$ cat config.mk
export PLATFORM = sky130hd
export DESIGN_NAME = pmcc_top
export DESIGN_NICKNAME = d
export VERILOG_FILES = /design/src/design/pmcc_pkg.sv /design/src/design/pmcc_rst_if.sv /design/src/design/pmcc_rst_filter.sv /design/src/design/pmcc_top.sv
export VERILOG_INCLUDE_DIRS = /design/src /design/src/design
export SDC_FILE = /design/constraint.sdc
export NUM_CORES = 1
export LEC_CHECK = 0
export BUFFER_PORTS_ARGS = -buffer_cell sky130_fd_sc_hd__buf_2
export CAP_MARGIN = 20
export CORE_MARGIN = 5
export CORE_UTILIZATION = 42
export DETAILED_ROUTE_END_ITERATION = 10
export MAX_ROUTING_LAYER = met4
export PLACE_DENSITY = 0.65
export SLEW_MARGIN = 20
export SYNTH_ARGS = -nofsm -noshare
export SYNTH_HDL_FRONTEND = slang
export SYNTH_SLANG_ARGS = --single-unit
$ cat constraint.sdc
create_clock -name i_core_clk -period 2.8 [get_ports i_core_clk]
set_clock_uncertainty 0.2 [all_clocks]
set_input_delay 0.56 -clock i_core_clk [delete_from_list [all_inputs] [get_ports i_core_clk]]
set_output_delay 0.56 -clock i_core_clk [all_outputs]
set_load 0.03 [all_outputs]
$ cat src/design/pmcc_map.svh
// constants of the power mode and clock control block
// Functional notes
// - writing one to power_control_reg bit 0 enters Idle after that write
// - in Idle the core clock stops; interrupt, timer, watchdog, serial keep ticking
// - in Idle all core registers keep their contents
// - in Idle the address latch strobe and fetch strobe pins are driven high
// - in Idle every port pin keeps the level it had at Idle entry
// - an enabled interrupt in Idle wakes core, clears idle bit, runs service routine
// - Idle also ends on external pin reset, power-on reset or watchdog reset
// - external reset pin must stay high eight clock periods to be recognised
// - reset zeroes the program counter and power_control_reg, sets power_mode_reg to 40h; execution restarts at once
// - watchdog keeps counting in Idle; enabled time-out interrupt wakes the device
// - watchdog reset follows 512 clock periods after time-out unless restarted
// - leaving Idle by reset skips the instruction after the Idle entry
// - machine cycle is 4 clocks by default; Economy picks 4, 64 or 1024
// - in Idle the peripherals run at one quarter of the oscillator clock
// - in Economy the peripherals run at the core machine-cycle rate
// - power_mode_reg bits 7:6 select: 00 reserved, 01 four, 10 sixty-four, 11 1024
`ifndef PMCC_MAP_SVH
`define PMCC_MAP_SVH

`define PMCC_POWER_CONTROL_REG_IDLE_BIT      0
`define PMCC_POWER_CONTROL_REG_RESET         8'h00
`define PMCC_PMR_CD_HI_BIT      7
`define PMCC_PMR_CD_LO_BIT      6
`define PMCC_PMR_RESET          8'h40
`define PMCC_CD_RESERVED        2'h0
`define PMCC_CD_DIV4            2'h1
`define PMCC_CD_DIV64           2'h2
`define PMCC_CD_DIV1024         2'h3
`define PMCC_MC_LAST_DIV4       10'h003
`define PMCC_MC_LAST_DIV64      10'h03F
`define PMCC_MC_LAST_DIV1024    10'h3FF
`define PMCC_CLK_PER_PERIOD     1
`define PMCC_EXT_RST_PERIODS    8
`define PMCC_EXT_RST_CYCLES     (`PMCC_EXT_RST_PERIODS * `PMCC_CLK_PER_PERIOD)
`define PMCC_WDT_RST_PERIODS    512
`define PMCC_WDT_RST_CYCLES     (`PMCC_WDT_RST_PERIODS * `PMCC_CLK_PER_PERIOD)
`define PMCC_PORT_W             36

`endif

$ cat src/design/pmcc_pkg.sv
// types of the power mode and clock control block
package pmcc_pkg;

	typedef enum logic {
		PMCC_RUN,
		PMCC_IDLE
	} pmcc_mode_t;

	typedef enum logic [1:0] {
		PMCC_DIV4,
		PMCC_DIV64,
		PMCC_DIV1024
	} pmcc_div_t;

endpackage

$ cat src/design/pmcc_rst_if.sv
// carrier between the reset pin filter and the controller
`timescale 1ns/1ps
`default_nettype none

interface pmcc_rst_if;
	logic pin_level;
	logic recognised;

	modport filt (
		input  pin_level,
		output recognised
	);
	modport ctrl (
		output pin_level,
		input  recognised
	);
endinterface

`default_nettype wire

$ cat src/design/pmcc_rst_filter.sv
// external reset pin qualifier
`timescale 1ns/1ps
`default_nettype none
`include "pmcc_map.svh"

module pmcc_rst_filter (
	input  wire logic  i_core_clk,
	input  wire logic  i_rst,
	pmcc_rst_if.filt   rst_bus
);

	localparam logic [3:0] HIGH_LAST = 4'(`PMCC_EXT_RST_CYCLES - 1);

	logic [3:0] high_cnt_q;
	logic       recog_q;

	// a glitch shorter than the minimum never reaches the core
	always_ff @(posedge i_core_clk) begin
		if (i_rst) begin
			high_cnt_q <= 4'h0;
		end else if (!rst_bus.pin_level) begin
			high_cnt_q <= 4'h0;
		end else if (high_cnt_q != HIGH_LAST) begin
			high_cnt_q <= high_cnt_q + 4'h1;
		end
	end

	always_ff @(posedge i_core_clk) begin
		if (i_rst) begin
			recog_q <= 1'b0;
		end else begin
			recog_q <= rst_bus.pin_level && (high_cnt_q == HIGH_LAST);
		end
	end

	assign rst_bus.recognised = recog_q;

endmodule // pmcc_rst_filter

`default_nettype wire

$ cat src/design/pmcc_top.sv
// idle and economy mode clock controller
`timescale 1ns/1ps
`default_nettype none
`include "pmcc_map.svh"

module pmcc_top (
	input  wire logic                    i_core_clk,
	input  wire logic                    i_rst,
	// core writes to its power registers
	input  wire logic                    i_power_control_reg_we,
	input  wire logic [7:0]              i_power_control_reg_wdata,
	input  wire logic                    i_pmr_we,
	input  wire logic [7:0]              i_pmr_wdata,
	// wake and reset sources
	input  wire logic                    i_irq_pending,
	input  wire logic                    i_ext_rst_pin,
	input  wire logic                    i_por,
	input  wire logic                    i_wdt_timeout,
	input  wire logic                    i_wdt_irq_en,
	input  wire logic                    i_wdt_rst_en,
	input  wire logic                    i_wdt_restart,
	// core-side pin values
	input  wire logic                    i_core_ale,
	input  wire logic                    i_core_fetch_strobe,
	input  wire logic [`PMCC_PORT_W-1:0] i_core_port_out,
	// outputs
	output var  logic [7:0]              o_power_control_reg,
	output var  logic [7:0]              o_power_mode_reg,
	output var  logic                    o_idle,
	output var  logic                    o_core_tick,
	output var  logic                    o_periph_tick,
	output var  logic                    o_core_rst,
	output var  logic                    o_wake,
	output var  logic                    o_wdt_irq,
	output var  logic                    o_ale,
	output var  logic                    o_program_fetch_strobe_pin,
	output var  logic [`PMCC_PORT_W-1:0] o_port_out
);

	pmcc_rst_if rst_bus ();

	pmcc_pkg::pmcc_mode_t        mode_q;
	pmcc_pkg::pmcc_div_t         div_q;
	pmcc_pkg::pmcc_div_t         div_req;
	logic [7:0]                  power_control_reg_q;
	logic [7:0]                  pmr_q;
	logic [9:0]                  mc_cnt_q;
	logic [9:0]                  mc_last;
	logic                        mc_end;
	logic [9:0]                  wdt_cnt_q;
	logic                        wdt_arm_q;
	logic                        wdt_fire_q;
	logic                        any_rst;
	logic                        wake_req;
	logic                        idle_set;
	logic [`PMCC_PORT_W-1:0]     port_hold_q;

	localparam logic [9:0] WDT_LAST = 10'(`PMCC_WDT_RST_CYCLES - 1);

	assign rst_bus.pin_level = i_ext_rst_pin;

	pmcc_rst_filter u_rst_filter (
		.i_core_clk (i_core_clk),
		.i_rst      (i_rst),
		.rst_bus    (rst_bus)
	);

	// every reset source funnels into one core reset
	assign any_rst = i_por || rst_bus.recognised || wdt_fire_q;

	assign idle_set = i_power_control_reg_we && i_power_control_reg_wdata[`PMCC_POWER_CONTROL_REG_IDLE_BIT];
	assign wake_req = i_irq_pending || (i_wdt_timeout && i_wdt_irq_en);

	// requested divide from power_mode_reg; reserved code keeps four
	always_comb begin
		div_req = pmcc_pkg::PMCC_DIV4;
		unique case (pmr_q[`PMCC_PMR_CD_HI_BIT:`PMCC_PMR_CD_LO_BIT])
			`PMCC_CD_DIV64:   div_req = pmcc_pkg::PMCC_DIV64;
			`PMCC_CD_DIV1024: div_req = pmcc_pkg::PMCC_DIV1024;
			default:          div_req = pmcc_pkg::PMCC_DIV4;
		endcase
		// idle forces quarter-rate peripheral ticks
		if (mode_q == pmcc_pkg::PMCC_IDLE) begin
			div_req = pmcc_pkg::PMCC_DIV4;
		end
	end

	always_comb begin
		mc_last = `PMCC_MC_LAST_DIV4;
		unique case (div_q)
			pmcc_pkg::PMCC_DIV4:    mc_last = `PMCC_MC_LAST_DIV4;
			pmcc_pkg::PMCC_DIV64:   mc_last = `PMCC_MC_LAST_DIV64;
			pmcc_pkg::PMCC_DIV1024: mc_last = `PMCC_MC_LAST_DIV1024;
			default:                mc_last = `PMCC_MC_LAST_DIV4;
		endcase
	end

	assign mc_end = (mc_cnt_q == mc_last);

	// power_control_reg: idle bit set by write, cleared by wake or reset
	always_ff @(posedge i_core_clk) begin
		if (i_rst || any_rst) begin
			power_control_reg_q <= `PMCC_POWER_CONTROL_REG_RESET;
		end else if (i_power_control_reg_we) begin
			power_control_reg_q <= i_power_control_reg_wdata;
		end else if (wake_req && mode_q == pmcc_pkg::PMCC_IDLE) begin
			power_control_reg_q[`PMCC_POWER_CONTROL_REG_IDLE_BIT] <= 1'b0;
		end
	end

	always_ff @(posedge i_core_clk) begin
		if (i_rst || any_rst) begin
			pmr_q <= `PMCC_PMR_RESET;
		end else if (i_pmr_we) begin
			pmr_q <= i_pmr_wdata;
		end
	end

	// mode machine; a fresh idle write wins over a same-cycle wake
	always_ff @(posedge i_core_clk) begin
		if (i_rst || any_rst) begin
			mode_q <= pmcc_pkg::PMCC_RUN;
		end else begin
			unique case (mode_q)
				pmcc_pkg::PMCC_RUN: begin
					if (idle_set) begin
						mode_q <= pmcc_pkg::PMCC_IDLE;
					end
				end
				pmcc_pkg::PMCC_IDLE: begin
					if (idle_set) begin
						mode_q <= pmcc_pkg::PMCC_IDLE;
					end else if (wake_req) begin
						mode_q <= pmcc_pkg::PMCC_RUN;
					end
				end
			endcase
		end
	end

	// divide only swaps at a boundary so no cycle is cut short
	always_ff @(posedge i_core_clk) begin
		if (i_rst || any_rst) begin
			div_q <= pmcc_pkg::PMCC_DIV4;
		end else if (mc_end) begin
			div_q <= div_req;
		end
	end

	always_ff @(posedge i_core_clk) begin
		if (i_rst || any_rst) begin
			mc_cnt_q <= 10'h000;
		end else if (mc_end) begin
			mc_cnt_q <= 10'h000;
		end else begin
			mc_cnt_q <= mc_cnt_q + 10'h001;
		end
	end

	// core tick stops in idle so its state is frozen, peripherals go on
	always_ff @(posedge i_core_clk) begin
		if (i_rst) begin
			o_core_tick   <= 1'b0;
			o_periph_tick <= 1'b0;
		end else begin
			o_core_tick   <= mc_end && (mode_q == pmcc_pkg::PMCC_RUN)
				&& !idle_set && !any_rst;
			o_periph_tick <= mc_end && !any_rst;
		end
	end

	// watchdog reset delay after time-out; restart cancels it
	always_ff @(posedge i_core_clk) begin
		if (i_rst || i_por || rst_bus.recognised) begin
			wdt_arm_q <= 1'b0;
			wdt_cnt_q <= 10'h000;
		end else if (i_wdt_restart) begin
			wdt_arm_q <= 1'b0;
			wdt_cnt_q <= 10'h000;
		end else if (i_wdt_timeout && i_wdt_rst_en && !wdt_arm_q) begin
			wdt_arm_q <= 1'b1;
			wdt_cnt_q <= 10'h000;
		end else if (wdt_arm_q) begin
			if (wdt_cnt_q == WDT_LAST) begin
				wdt_arm_q <= 1'b0;
			end
			wdt_cnt_q <= wdt_cnt_q + 10'h001;
		end
	end

	always_ff @(posedge i_core_clk) begin
		if (i_rst) begin
			wdt_fire_q <= 1'b0;
		end else begin
			wdt_fire_q <= wdt_arm_q && (wdt_cnt_q == WDT_LAST)
				&& !i_wdt_restart;
		end
	end

	always_ff @(posedge i_core_clk) begin
		if (i_rst) begin
			o_wdt_irq <= 1'b0;
		end else begin
			o_wdt_irq <= i_wdt_timeout && i_wdt_irq_en;
		end
	end

	// reset holds the core so nothing after the idle entry executes
	always_ff @(posedge i_core_clk) begin
		if (i_rst) begin
			o_core_rst <= 1'b1;
		end else begin
			o_core_rst <= any_rst;
		end
	end

	always_ff @(posedge i_core_clk) begin
		if (i_rst) begin
			o_wake <= 1'b0;
		end else begin
			o_wake <= (mode_q == pmcc_pkg::PMCC_IDLE) && wake_req
				&& !idle_set && !any_rst;
		end
	end

	// port levels captured on the entry write
	always_ff @(posedge i_core_clk) begin
		if (i_rst) begin
			port_hold_q <= '0;
		end else if (mode_q == pmcc_pkg::PMCC_RUN && idle_set) begin
			port_hold_q <= i_core_port_out;
		end
	end

	always_ff @(posedge i_core_clk) begin
		if (i_rst) begin
			o_port_out <= '1;
		end else if (mode_q == pmcc_pkg::PMCC_IDLE) begin
			o_port_out <= port_hold_q;
		end else begin
			o_port_out <= i_core_port_out;
		end
	end

	always_ff @(posedge i_core_clk) begin
		if (i_rst) begin
			o_ale                      <= 1'b1;
			o_program_fetch_strobe_pin <= 1'b1;
		end else if (mode_q == pmcc_pkg::PMCC_IDLE) begin
			o_ale                      <= 1'b1;
			o_program_fetch_strobe_pin <= 1'b1;
		end else begin
			o_ale                      <= i_core_ale;
			o_program_fetch_strobe_pin <= i_core_fetch_strobe;
		end
	end

	always_ff @(posedge i_core_clk) begin
		if (i_rst) begin
			o_power_control_reg <= `PMCC_POWER_CONTROL_REG_RESET;
			o_power_mode_reg    <= `PMCC_PMR_RESET;
			o_idle              <= 1'b0;
		end else begin
			o_power_control_reg <= power_control_reg_q;
			o_power_mode_reg    <= pmr_q;
			o_idle              <= (mode_q == pmcc_pkg::PMCC_IDLE);
		end
	end

endmodule // pmcc_top

`default_nettype wire

==> flow_summary.ini <==
[clock_tree]
numCtsBuffers = 17
path_clk_slew_ns = 0.06
tritoncts = built
clock_tree.htree_level_count = 4
root_buffer = sky130_fd_sc_hd__clkbuf_16
number_of_buffers_on_the_longest_clock_path = 2
clock_latency_ns = 0.41
clock_sinks = 142
cts.hold.buffers_added = 0
cts.repair_timing.setup_buffer_count = 0
post_cts.resized_instances = 0

[sta]
timing.slew.headroom_pct = 37.3
timing_worst_slew_pin_value_ns = 0.940
setup-violations-final = 0
timing.final.hold_violations = 0
max_clock_freq_mhz = 478
post-route-period-util_pct = 74.8
rsz0062_at_grt = no
totalNegativeSetupSlack_ns = 0
drv_slew = 0
finalCriticalPeriod_ns = 2.09

[synthesis]
netlist_area_um2 = 5030
synth_nets = 589
netlist_instances = 520
synth_seq_cells = 142
yosysSeqAreaShare_pct = 56.5
netlist-cell-type-count = 38
synth.yosys.warnings = 0
synth_area_per_cell_um2 = 9.68
ys_dominant_reg_cell = sky130_fd_sc_hd__dfxtp_1
synth_enable_flop_cells = 0
postSynth.asyncResetShare_pct = 0

[placement]
hpwlAfterDp_um = 7350
port_buffers = 124
place.gp.congestion = 0.819

[cells_and_area]
post_route_cells_drive_above_1_share_pct = 25.9
most-common-layout-cells = sky130_fd_sc_hd__dfxtp_1, sky130_fd_sc_hd__buf_2, sky130_fd_sc_hd__nand2_1
sequential_cell_area_um2 = 2840
layout_commonest_cell = sky130_fd_sc_hd__dfxtp_1
postLayoutCoreUtil_pct = 53.7
layout-area-overhead-vs-synth_pct = 26.5
finalNetCount = 705
layout.filler_cells = 1043
multiInputGateArea_um2 = 2050
largest_registers = o_port_out x36, port_hold_q x36

[route]
routed-via-count = 3885
drt_iter0_markers = 265
ant_nets = 0
route.detailed.wl_per_inst_um = 13.9
via_per_inst = 4.88
dr_wl_met2_um = 5540
top_signal_layer_used = met4
wl_um = 11100
dr_wl_met3_um = 540
drt_first_pass_iters = 4
wirelength_met1_um = 4730
drc_errors = 0

[global_route]
grt.overflow.total = 0
grt_antenna_before_repair = 1
grt_start_max_net_pins = 95
grt_use_total_pct = 16.2
wire_length_of_the_first_global_routing_pass_um = 18000
grt_pass1_vias = 3782

[power]
ir_drop_mv = 0.426
p_per_area_nw_per_um2 = 762
power_leakage_uw = 0.00274

[flow_run]
max-cap-violations = 0

[floorplan]
fp.dieW_um = 119
rows = 40
initial_utilization_pct = 42.4
placeableCoreArea_um2 = 11900
die_h_um = 119
fp.dieArea_um2 = 14300
pin_count = 125

[worst_hold_path]
worst_hold_path.num_cells = 2
hold_end = wdt_fire_q
min-delay-path-class = input pin to flop
worst_hold_launch = i_wdt_restart

[outcome]
status = finished, final reports clean

[worst_setup_path]
r2r_setup_slack_ns = 0.71
critPathLaunchType = flop
critPathCaptureType = flop
regToRegStartpoint = mc_cnt_q[0]
rr_worst_depth = 5
worst-setup-path-type = flop to flop
worstPathRequired_ns = 2.92
arrival_ns = 2.21
critical_path_peak_fanout = 6
rr_endpoint = o_core_tick
-- cell usage after synthesis (5+ instances only) --
cell	instances	area share, %
sky130_fd_sc_hd__dfxtp_1	142	57
sky130_fd_sc_hd__nand2_1	87	6.5
sky130_fd_sc_hd__nor2b_1	53	6.6
sky130_fd_sc_hd__a21oi_1	41	4.1
sky130_fd_sc_hd__nor2_1	39	2.9
sky130_fd_sc_hd__a211o_1	36	6.3
sky130_fd_sc_hd__mux2i_1	19	3.8
sky130_fd_sc_hd__clkbuf_1	17	1.3
sky130_fd_sc_hd__xor2_1	12	2.1
sky130_fd_sc_hd__buf_2	11	1.1
sky130_fd_sc_hd__nand3_1	6	0.60
sky130_fd_sc_hd__nand4_1	5	0.62
sky130_fd_sc_hd__xnor2_1	5	0.87
-- how the worst max path moves through the flow --
stage,to,cells after the start,start,slack (ns)
finish,o_core_tick,5,mc_cnt_q[0],0.71
global route,o_core_tick,5,mc_cnt_q[0],0.58
CTS,o_core_tick,5,mc_cnt_q[0],0.68
detailed placement,port_hold_q[30],5,i_power_control_reg_we,0.56
global placement,port_hold_q[31],5,i_power_control_reg_we,0.62
floorplan,port_hold_q[10],7,i_power_control_reg_we,0.86
-- area by class of cell --
cell class / count / area share, %
Clock inverter: 12 / 2.63
Tap cell: 147 / 2.89
Sequential cell: 142 / 44.7
Antenna cell: 1 / 0.0393
Clock buffer: 19 / 7.11
Inverter: 2 / 0.118
Timing Repair Buffer: 129 / 10.4
Multi-Input combinational cell: 344 / 32.2
-- critical path, cell delays in order, from the launching register on --
cell                      delay, ns
sky130_fd_sc_hd__dfxtp_1       0.40
sky130_fd_sc_hd__ha_1          0.31
sky130_fd_sc_hd__or3b_2        0.47
sky130_fd_sc_hd__o22ai_1       0.19
sky130_fd_sc_hd__nand2_1       0.18
sky130_fd_sc_hd__nor3_1        0.26
-- through the flow --
stage	hold WS, ns	cells	setup WS, ns	total power (µW)	area (µm²)
floorplan	0.235	520	0.858	2410	5030
global placement	0.240	764	0.621	2530	5740
detailed placement	0.245	764	0.563	2540	5740
CTS	0.109	795	0.684	4890	6360
global route	0.127	796	0.581	5030	6370
finish	0.126	796	0.707	4850	6370
-- per-layer routing --
metal,GRT usage [%],up-vias
met5,-,-
met4,8.16,0
met3,4.56,20
met2,25.9,81
met1,18.6,1802
li1,-,1982
-- kinds of logic (layout without fill, tap and decap cells) --
family / count (synthesis) / count (layout) / share of synthesized area (%)
AOI/OAI and AO/OA: 84 / 84 / 11.2
muxes: 20 / 20 / 4.00
and+or+nand+nor: 219 / 219 / 21.5
buffers and inverters: 34 / 162 / 2.81
adders and majority gates: 4 / 4 / 0.995
DFF: 142 / 142 / 56.5
xor gates and xnor gates: 17 / 17 / 2.96
other: 0 / 1 / 0
-- power breakdown --
group	switching, µW	internal, µW
combinational	226	136
clock	839	1520
sequential	29.8	2100
Note: power is estimated with default switching activity, not from simulation.
